File: src/common/pswitch_pkg.sv
// constants shared by the fault-reporting and temperature-output logic
package pswitch_pkg;
	// -------------------------------------------------------------
	// clock and timing
	// -------------------------------------------------------------
	localparam int CLK_HZ           = 40000000;
	localparam int CLK_NS           = 25;
	localparam int PWM_FREQ_HZ      = 9000;
	localparam int PWM_PERIOD_CYC   = CLK_HZ / PWM_FREQ_HZ;
	localparam int PWM_MIN_HIGH_NS  = 30;
	localparam int PWM_MIN_HIGH_CYC = (PWM_MIN_HIGH_NS + CLK_NS - 1) / CLK_NS;
	localparam int STRAP_NS         = 200;
	localparam int STRAP_CYC        = (STRAP_NS + CLK_NS - 1) / CLK_NS;
	localparam int DRIVE_STRENGTH_PIN_FILT_NS     = 50000;
	localparam int DRIVE_STRENGTH_PIN_FILT_CYC    = (DRIVE_STRENGTH_PIN_FILT_NS + CLK_NS - 1) / CLK_NS;
	localparam int SC_CLR_NS        = 1000;
	localparam int SC_CLR_CYC       = (SC_CLR_NS + CLK_NS - 1) / CLK_NS;
	localparam int CNT_W            = 16;

	// -------------------------------------------------------------
	// temperature encoding: deg = 162.3 * duty + 20.1 (x10 fixed point)
	// -------------------------------------------------------------
	localparam int TEMP_W        = 8;
	localparam int TEMP_GAIN_X10 = 1623;
	localparam int TEMP_OFS_X10  = 201;
	localparam int TEMP_UNIT_X10 = 10;

	// -------------------------------------------------------------
	// drive-strength codes
	// -------------------------------------------------------------
	localparam int             SLEW_W        = 4;
	localparam logic [SLEW_W-1:0] SLEW_CODE_150 = 4'h0; // pin tied to ground
	localparam logic [SLEW_W-1:0] SLEW_CODE_100 = 4'h8; // pin tied to aux 5v rail

	// -------------------------------------------------------------
	// synchroniser bit positions
	// -------------------------------------------------------------
	localparam int SY_CMD   = 0;
	localparam int SY_UVLO  = 1;
	localparam int SY_OC    = 2;
	localparam int SY_SC    = 3;
	localparam int SY_GTRIP = 4;
	localparam int SY_GCLR  = 5;
	localparam int SY_DTRIP = 6;
	localparam int SY_DCLR  = 7;
	localparam int SY_HIZ   = 8;
	localparam int SY_TIE5  = 9;
	localparam int SY_Q1    = 10;
	localparam int SY_Q3    = 11;
	localparam int SY_OCPIN = 12;
	localparam int SY_CODE  = 13;
	localparam int SY_TEMP  = SY_CODE + SLEW_W;
	localparam int SY_W     = SY_TEMP + TEMP_W;

	typedef enum logic [0:0] {
		ST_STRAP = 1'b0,
		ST_RUN   = 1'b1
	} run_state_t;
endpackage

File: src/common/temp_link_if.sv
// link between the fault core and the temperature pwm generator
`timescale 1ns/1ps
interface temp_link_if import pswitch_pkg::*; ();
	logic [TEMP_W-1:0] temp;
	logic              ot;
	logic              pwm;
	modport src (output temp, output ot, input pwm);
	modport gen (input temp, input ot, output pwm);
endinterface

File: src/rtl/temp_pwm_gen.sv
// temperature-encoded pwm generator
`timescale 1ns/1ps
module temp_pwm_gen
	import pswitch_pkg::*;
#(
	parameter int PERIOD = PWM_PERIOD_CYC
) (
	// clock and reset
	input wire logic   clk,
	input wire logic   rst_n,
	// temperature link
	temp_link_if.gen   lnk
);
	localparam int PW = $clog2(PERIOD + 1);

	logic [PW-1:0] cnt_r, cnt_nxt;
	logic [PW-1:0] high_r, high_nxt;
	logic          pwm_r, pwm_nxt;
	logic [PW-1:0] target;
	int            scaled;

	// -------------------------------------------------------------
	// duty from temperature, linear also above 150 degrees
	// -------------------------------------------------------------
	always_comb begin
		scaled = int'(lnk.temp) * TEMP_UNIT_X10 - TEMP_OFS_X10;
		if (scaled < 0)
			scaled = 0;
		scaled = (scaled * PERIOD) / TEMP_GAIN_X10;
		if (scaled < PWM_MIN_HIGH_CYC)
			scaled = PWM_MIN_HIGH_CYC;
		if (scaled > PERIOD - 1)
			scaled = PERIOD - 1; // keep one low cycle below the trip point
		target = PW'(scaled);
	end

	// -------------------------------------------------------------
	// period counter; duty reloads only at period start
	// -------------------------------------------------------------
	always_comb begin
		cnt_nxt  = (cnt_r == PW'(PERIOD - 1)) ? '0 : cnt_r + PW'(1);
		high_nxt = (cnt_r == PW'(PERIOD - 1)) ? target : high_r;
		pwm_nxt  = lnk.ot || (cnt_nxt < high_nxt);
	end

	always_ff @(posedge clk or negedge rst_n) begin
		if (!rst_n) begin
			cnt_r  <= PW'(PERIOD - 1); // wrap on the first edge so the first pulse is full width
			high_r <= PW'(PWM_MIN_HIGH_CYC);
			pwm_r  <= 1'b0;
		end else begin
			cnt_r  <= cnt_nxt;
			high_r <= high_nxt;
			pwm_r  <= pwm_nxt;
		end
	end

	assign lnk.pwm = pwm_r;
endmodule

File: src/rtl/power_switch_fault_and_temp_report.sv
// fault reporting, drive-strength decode and temperature output of a power switch driver
// Notes on behaviour
// - monitored drive pin at high impedance: switch off, general fault low.
// - high impedance gone: fault released, switching resumes without reset.
// - overcurrent pin grounded at power-up selects single-output reporting.
// - two-output truth table for general and overcurrent outputs.
// - single-output mode: general fault low for any fault.
// - ground tie 150V/ns, 5V tie 100V/ns, resistor gives intermediate slew.
// - 5V tie checked once at power-up; if found, pin monitoring stops.
// - otherwise monitor drive pin continuously through heavy filtering.
// - temperature pwm about 9kHz, value refreshed once per period.
// - duty about 3% to 80% over 25 to 150 degrees.
// - temperature high pulse never shorter than about 30ns.
// - above 150 degrees duty keeps rising linearly until trip.
// - overtemperature holds temperature output high until cooled with hysteresis.
// - ideal-diode: off on first-quadrant current, on on third-quadrant current.
// - overcurrent indication cleared when switch command goes low.
// - short circuit latches off until command low for set time.
// - general fault held while either sensor shut down, until both cleared.
`timescale 1ns/1ps
module power_switch_fault_and_temp_report
	import pswitch_pkg::*;
#(
	parameter int PWM_PERIOD    = PWM_PERIOD_CYC,
	parameter int SC_CLR_CYCLES = SC_CLR_CYC,
	parameter int FILT_CYCLES   = DRIVE_STRENGTH_PIN_FILT_CYC
) (
	// clock and reset
	input  wire logic              CLK,
	input  wire logic              RST_N,
	// switch command and sensed conditions
	input  wire logic              SWITCH_CMD,
	input  wire logic              UVLO,
	input  wire logic              OC_DETECT,
	input  wire logic              SC_DETECT,
	input  wire logic              GAN_OT_TRIP,
	input  wire logic              GAN_OT_CLEAR,
	input  wire logic              DRV_OT_TRIP,
	input  wire logic              DRV_OT_CLEAR,
	input  wire logic              Q1_CURRENT,
	input  wire logic              Q3_CURRENT,
	input  wire logic [TEMP_W-1:0] TEMP_DEG,
	// drive-strength pin sensing
	input  wire logic              DRIVE_PIN_HIZ,
	input  wire logic              DRIVE_PIN_AUX_5V,
	input  wire logic [SLEW_W-1:0] DRIVE_PIN_CODE,
	// outputs
	output logic                   GATE_ON,
	output logic [SLEW_W-1:0]      SLEW_SEL,
	output logic                   FAULT_N,
	output logic                   OVERCURRENT_FLAG_N_O,
	output logic                   OVERCURRENT_FLAG_N_OE,
	input  wire logic              OVERCURRENT_FLAG_N_I,
	output logic                   TEMP_PWM
);
	localparam int SCW = $clog2(SC_CLR_CYCLES + 1);
	localparam int FW  = $clog2(FILT_CYCLES + 1);

	// -------------------------------------------------------------
	// two-stage synchroniser for every pin input
	// -------------------------------------------------------------
	logic [SY_W-1:0] pins, sy1_r, sy2_r;
	assign pins = {TEMP_DEG, DRIVE_PIN_CODE, OVERCURRENT_FLAG_N_I, Q3_CURRENT, Q1_CURRENT,
		DRIVE_PIN_AUX_5V, DRIVE_PIN_HIZ, DRV_OT_CLEAR, DRV_OT_TRIP, GAN_OT_CLEAR,
		GAN_OT_TRIP, SC_DETECT, OC_DETECT, UVLO, SWITCH_CMD};

	// multi-bit codes change slowly, so a torn sample lasts at most a cycle
	always_ff @(posedge CLK or negedge RST_N) begin
		if (!RST_N) begin
			sy1_r <= '0;
			sy2_r <= '0;
		end else begin
			sy1_r <= pins;
			sy2_r <= sy1_r;
		end
	end

	logic cmd, uvlo, oc_det, sc_det, g_trip, g_clr, d_trip, d_clr, hiz, q1, q3;
	assign cmd    = sy2_r[SY_CMD];
	assign uvlo   = sy2_r[SY_UVLO];
	assign oc_det = sy2_r[SY_OC];
	assign sc_det = sy2_r[SY_SC];
	assign g_trip = sy2_r[SY_GTRIP];
	assign g_clr  = sy2_r[SY_GCLR];
	assign d_trip = sy2_r[SY_DTRIP];
	assign d_clr  = sy2_r[SY_DCLR];
	assign hiz    = sy2_r[SY_HIZ];
	assign q1     = sy2_r[SY_Q1];
	assign q3     = sy2_r[SY_Q3];

	// -------------------------------------------------------------
	// start-up strap capture and fault state
	// -------------------------------------------------------------
	run_state_t              st_r, st_nxt;
	logic [CNT_W-1:0]        strap_cnt_r, strap_cnt_nxt;
	logic                    single_r, single_nxt;
	logic                    tie5_r, tie5_nxt;
	logic                    oc_r, oc_nxt;
	logic                    sc_r, sc_nxt;
	logic [SCW-1:0]          sc_cnt_r, sc_cnt_nxt;
	logic                    got_r, got_nxt;
	logic                    dot_r, dot_nxt;
	logic                    hiz_r, hiz_nxt;
	logic [SLEW_W-1:0]       slew_r, slew_nxt;
	logic [FW-1:0]           filt_cnt_r, filt_cnt_nxt;
	logic [SLEW_W-1:0]       code_seen_r, code_seen_nxt;
	logic                    hiz_seen_r, hiz_seen_nxt;
	logic                    gate_r, gate_nxt;
	logic                    fault_n_r, fault_n_nxt;
	logic                    ocn_r, ocn_nxt;
	logic                    oce_r, oce_nxt;
	logic                    gen_fault;

	always_comb begin
		st_nxt        = st_r;
		strap_cnt_nxt = strap_cnt_r;
		single_nxt    = single_r;
		tie5_nxt      = tie5_r;
		if (st_r == ST_STRAP) begin
			strap_cnt_nxt = strap_cnt_r + CNT_W'(1);
			if (strap_cnt_r == CNT_W'(STRAP_CYC)) begin
				st_nxt     = ST_RUN;
				single_nxt = !sy2_r[SY_OCPIN];
				tie5_nxt   = sy2_r[SY_TIE5];
			end
		end

		// overcurrent per cycle: command low wins over set and clears it
		oc_nxt = (oc_r && cmd) || (oc_det && cmd);

		// short circuit latch, released after command held low long enough
		// a fresh detection restarts the count, so low time before it is not credited
		if (cmd || sc_det)
			sc_cnt_nxt = '0;
		else if (sc_cnt_r == SCW'(SC_CLR_CYCLES))
			sc_cnt_nxt = sc_cnt_r;
		else
			sc_cnt_nxt = sc_cnt_r + SCW'(1);
		if (sc_det)
			sc_nxt = 1'b1;
		else if (sc_cnt_r == SCW'(SC_CLR_CYCLES))
			sc_nxt = 1'b0;
		else
			sc_nxt = sc_r;

		// each sensor keeps its own hysteresis; the fault holds until both are clear,
		// and a cooled driver lets diode behaviour resume while the switch is still hot
		got_nxt = g_trip || (got_r && !g_clr);
		dot_nxt = d_trip || (dot_r && !d_clr);

		// heavy filter on drive pin: accept only after a long stable spell
		code_seen_nxt = sy2_r[SY_CODE +: SLEW_W];
		hiz_seen_nxt  = hiz;
		if (code_seen_nxt != code_seen_r || hiz_seen_nxt != hiz_seen_r)
			filt_cnt_nxt = '0;
		else if (filt_cnt_r != FW'(FILT_CYCLES))
			filt_cnt_nxt = filt_cnt_r + FW'(1);
		else
			filt_cnt_nxt = filt_cnt_r;
		hiz_nxt  = hiz_r;
		slew_nxt = slew_r;
		if (st_r == ST_RUN && tie5_r) begin
			hiz_nxt  = 1'b0;
			slew_nxt = SLEW_CODE_100;
		end else if (st_r == ST_RUN && filt_cnt_r == FW'(FILT_CYCLES)) begin
			hiz_nxt = hiz_seen_r;
			if (!hiz_seen_r)
				slew_nxt = code_seen_r;
		end

		// general fault and overcurrent output encoding
		gen_fault = uvlo || got_r || dot_r || hiz_r || sc_r || (st_r == ST_STRAP);
		if (single_r) begin
			fault_n_nxt = !(gen_fault || oc_r);
			ocn_nxt     = 1'b1;
			oce_nxt     = 1'b0; // pin is strapped to ground, never fight it
		end else begin
			fault_n_nxt = !gen_fault;
			ocn_nxt     = !(oc_r || sc_r);
			oce_nxt     = (st_r == ST_RUN);
		end

		// gate: ideal-diode behaviour while only the switch sensor is hot
		if (st_r == ST_STRAP || uvlo || hiz_r || sc_r || dot_r)
			gate_nxt = 1'b0;
		else if (got_r)
			gate_nxt = q3 && !q1;
		else
			gate_nxt = cmd && !oc_r && !oc_det;
	end

	always_ff @(posedge CLK or negedge RST_N) begin
		if (!RST_N) begin
			st_r        <= ST_STRAP;
			strap_cnt_r <= '0;
			single_r    <= 1'b0;
			tie5_r      <= 1'b0;
			oc_r        <= 1'b0;
			sc_r        <= 1'b0;
			sc_cnt_r    <= '0;
			got_r       <= 1'b0;
			dot_r       <= 1'b0;
			hiz_r       <= 1'b0;
			slew_r      <= SLEW_CODE_150;
			filt_cnt_r  <= '0;
			code_seen_r <= SLEW_CODE_150;
			hiz_seen_r  <= 1'b0;
			gate_r      <= 1'b0;
			fault_n_r   <= 1'b0;
			ocn_r       <= 1'b1;
			oce_r       <= 1'b0;
		end else begin
			st_r        <= st_nxt;
			strap_cnt_r <= strap_cnt_nxt;
			single_r    <= single_nxt;
			tie5_r      <= tie5_nxt;
			oc_r        <= oc_nxt;
			sc_r        <= sc_nxt;
			sc_cnt_r    <= sc_cnt_nxt;
			got_r       <= got_nxt;
			dot_r       <= dot_nxt;
			hiz_r       <= hiz_nxt;
			slew_r      <= slew_nxt;
			filt_cnt_r  <= filt_cnt_nxt;
			code_seen_r <= code_seen_nxt;
			hiz_seen_r  <= hiz_seen_nxt;
			gate_r      <= gate_nxt;
			fault_n_r   <= fault_n_nxt;
			ocn_r       <= ocn_nxt;
			oce_r       <= oce_nxt;
		end
	end

	// -------------------------------------------------------------
	// temperature output
	// -------------------------------------------------------------
	temp_link_if tlink ();
	assign tlink.temp = sy2_r[SY_TEMP +: TEMP_W];
	assign tlink.ot   = got_r || dot_r;

	temp_pwm_gen #(.PERIOD(PWM_PERIOD)) temp_pwm_gen_i (
		.clk   (CLK),
		.rst_n (RST_N),
		.lnk   (tlink.gen)
	);

	assign GATE_ON               = gate_r;
	assign SLEW_SEL              = slew_r;
	assign FAULT_N               = fault_n_r;
	assign OVERCURRENT_FLAG_N_O  = ocn_r;
	assign OVERCURRENT_FLAG_N_OE = oce_r;
	assign TEMP_PWM              = tlink.pwm;
endmodule

File: config.mk
export PLATFORM = sky130hd
export DESIGN_NAME = power_switch_fault_and_temp_report
export DESIGN_NICKNAME = d
export VERILOG_FILES = /design/src/common/pswitch_pkg.sv /design/src/common/temp_link_if.sv /design/src/rtl/temp_pwm_gen.sv /design/src/rtl/power_switch_fault_and_temp_report.sv
export SDC_FILE = /design/constraint.sdc
export NUM_CORES = 1
export LEC_CHECK = 0
export BUFFER_PORTS_ARGS = -buffer_cell sky130_fd_sc_hd__buf_2
export CAP_MARGIN = 20
export CORE_MARGIN = 4
export CORE_UTILIZATION = 55
export CTS_CLUSTER_DIAMETER = 120
export CTS_CLUSTER_SIZE = 28
export DETAILED_ROUTE_END_ITERATION = 7
export GPL_ROUTABILITY_DRIVEN = 1
export PLACE_DENSITY_LB_ADDON = 0.25
export SLEW_MARGIN = 20
export SYNTH_ARGS = -nofsm -noshare
export SYNTH_HDL_FRONTEND = slang
export SYNTH_SLANG_ARGS = --single-unit
File: constraint.sdc
create_clock -name CLK -period 66.7 [get_ports CLK]
set_clock_uncertainty 0.2 [all_clocks]
set_input_delay 20.01 -clock CLK [delete_from_list [all_inputs] [get_ports CLK]]
set_output_delay 20.01 -clock CLK [all_outputs]
set_load 0.01 [all_outputs]
==> impl_metrics.json <==
{
  "outcome": "finished clean",
  "gr-usage-met3_pct": 2.92,
  "rsz0062_at_grt": "false",
  "routedWlPerCell_um": 18.9,
  "die_w_um": 213,
  "remaining_drc_errors": 0,
  "cts_buffers": 17,
  "antenna_found_initial": 0,
  "worstSetupEndpointType": "register",
  "htreeDepth": 4,
  "top_usage_layer": "met2",
  "grt_pass1_wl_mm": 108,
  "place_congestion": 0.978,
  "min_period_ns": 41.78,
  "place_hpwl_mm": 52.0,
  "vias": 22742,
  "track_usage_pct": 28.1,
  "yosys_most_used_dff": "dfrtp_1",
  "coreArea_mm2": 0.0412,
  "numPortBuffers": 35,
  "drive_gt1_share_pct": 9.23,
  "dieHeight_um": 213,
  "area_delta_synth_final_pct": 4.92,
  "clk_path_buf_depth": 2,
  "cp_common_cell": "a21oi_1",
  "critPathLaunchType": "register",
  "clock_latency_ns": 0.42,
  "clkTransAtPathRegs_ns": 0.07,
  "slowest_stage": "a21boi_2",
  "ys_types": 142,
  "use_met1_pct": 38.3,
  "critPathMaxStageDelay_ns": 0.88,
  "worst-setup-path-type": "register to register",
  "nets": 3134,
  "drt_iter0_drc": 2369,
  "stdcell_area_mm2": 0.0242,
  "mostFrequentLayoutCells": "nor2_1, inv_1, nand2_1",
  "netlist_area_mm2": 0.0231,
  "synth_edf_count": 0,
  "worst_slew_pin_slew_ns": 1.08,
  "drt_wl_total_mm": 65.1,
  "vias_per_cell": 6.58,
  "synth-seq-cells": 131,
  "grt_pass1_vias": 21521,
  "tns_ns": 0,
  "crit_arrival_ns": 41.92,
  "netlist_instances": 2928,
  "cts_hold_buf": 0,
  "cts_tree": "yes",
  "cts_root_buffer": "clkbuf_16",
  "cts_sinks": 131,
  "grt_overflow_total": 0,
  "rows": 74,
  "drtPass1Iterations": 6,
  "async_reset_ff_share_pct": 100,
  "fp.dieArea_mm2": 0.0453,
  "yosysWarnings": 0,
  "slew_violations": 0,
  "ant_nets": 0,
  "finalCritPeriodShare_pct": 62.6,
  "diodes": 0,
  "met2_usage_pct": 48.5,
  "crit_fanout": 27,
  "initial_core_util_pct": 56.0,
  "grt_max_degree": 77,
  "cp.required_ns": 66.84,
  "cts_setup_buffers": 0,
  "io_pins": 36,
  "final_common_cell": "nor2_1",
  "setup_viol": 0,
  "maxCapViolCount": 0,
  "placed_cell_area_mm2": 0.0236,
  "cts-resized-gates": 0,
  "fmax_ghz": 0.0239,
  "yosysSeqAreaShare_pct": 14.3,
  "avgSynthCellArea_um2": 7.88,
  "max-slew-margin-rel_pct": 27.8,
  "finalHoldViolCount": 0,
  "hold_class": "register to register"
}
==> sequential cells by signal, indices dropped and copies added (netlist names) <==
register and flops:
oc_r 1, SLEW_SEL 4, FAULT_N 1, sy1_r 25, sc_cnt_r 6, GATE_ON 1, hiz_seen_r 1, hiz_r 1
single_r 1, tie5_r 1, OVERCURRENT_FLAG_N_OE 1, temp_pwm_gen_i.high_r 13, sc_r 1, got_r 1, sy2_r 25, st_r 1
temp_pwm_gen_i.cnt_r 13, filt_cnt_r 11, OVERCURRENT_FLAG_N_O 1, strap_cnt_r 16, temp_pwm_gen_i.lnk.pwm 1, code_seen_r 4, dot_r 1
==> synthesized netlist by cell type (27+ instances only) <==
master / instances / area share [%]
nand3_1: 77 / 1.7
nand2b_1: 27 / 0.73
a31oi_1: 41 / 1.1
o21ai_0: 107 / 2.3
xor2_1: 75 / 2.8
o21ai_1: 52 / 1.1
o21a_1: 50 / 1.6
fa_1: 78 / 6.8
o31ai_1: 28 / 0.91
and2_1: 57 / 1.5
a21oi_1: 159 / 3.4
nor2_1: 261 / 4.2
o211ai_1: 44 / 1.4
nor3_1: 77 / 1.7
nand2_1: 209 / 3.4
a211oi_1: 39 / 1.3
clkbuf_1: 53 / 0.86
dfrtp_1: 122 / 13
and3_1: 38 / 1.0
nor4_1: 32 / 0.87
a21o_1: 42 / 1.4
ha_1: 118 / 6.4
xnor2_1: 161 / 6.1
nand4_1: 34 / 0.92
or3_1: 35 / 0.95
mux2i_1: 37 / 1.6
inv_1: 216 / 3.5
buf_2: 36 / 0.78
==> stage by stage <==
step                hold WS (ns)  utilization, %  instances  worst slack (ns)
global placement           0.132            57.3       3424             27.29
floorplan                  0.131               -       2948             35.31
detailed placement         0.138            57.3       3424             25.79
finish                     0.151            58.8       3456             24.92
global route               0.160            58.8       3456             21.73
CTS                        0.154            58.7       3456             25.60
==> cells by family after synthesis <==
family                   share of synthesized area (%)
buffers and inverters                             5.88
adder cells (fa/ha/maj)                           13.7
AND/OR/NAND/NOR                                   22.4
flip-flops                                        14.3
AO/OA/AOI/OAI                                     31.5
other                                           0.0325
multiplexers                                      2.70
XOR/XNOR                                          9.52
==> worst max-delay path, delay by kind of cell, from the launching register on <==
kind | cells | cell delay (ns)
AO/OA/AOI/OAI | 63 | 21.58
AND/OR/NAND/NOR | 34 | 8.58
adder cells (fa/ha/maj) | 14 | 5.08
XOR/XNOR | 6 | 2.63
multiplexers | 5 | 1.77
buffers and inverters | 10 | 1.34
flip-flops | 1 | 0.40
==> worst paths after layout <==
| check | startpoint | endpoint | slack [ns] | cells after the start |
|---|---|---|---|---|
| hold reg to reg | sy1_r[5] | sy2_r[5] | 0.15 | 0 |
| setup reg to reg | sy2_r[18] | temp_pwm_gen_i.lnk.pwm | 24.92 | 132 |
| min in group asynchronous | RST_N | FAULT_N | 19.53 | 1 |
| max in group asynchronous | RST_N | filt_cnt_r[3] | 45.51 | 2 |
| hold / removal | sy1_r[5] | sy2_r[5] | 0.15 | 0 |
| setup / recovery | sy2_r[18] | temp_pwm_gen_i.lnk.pwm | 24.92 | 132 |
==> routing by layer <==
layer  routed length [um]  share of wire, %
met5                    0                 0
met4                 1410               2.2
met3                 3600               5.5
met2                31400                48
met1                28700                44
==> layout make-up <==
cell class	count	area, um2
Clock inverter	15	183
Fill cell	3723	17000
Clock buffer	17	425
Timing Repair Buffer	52	305
Tap cell	532	666
Multi-Input combinational cell	2490	18500
Inverter	219	822
Sequential cell	131	3290
Power is not shown: default switching activity piles up to over one toggle a cycle in this logic, so the estimate is an artifact.
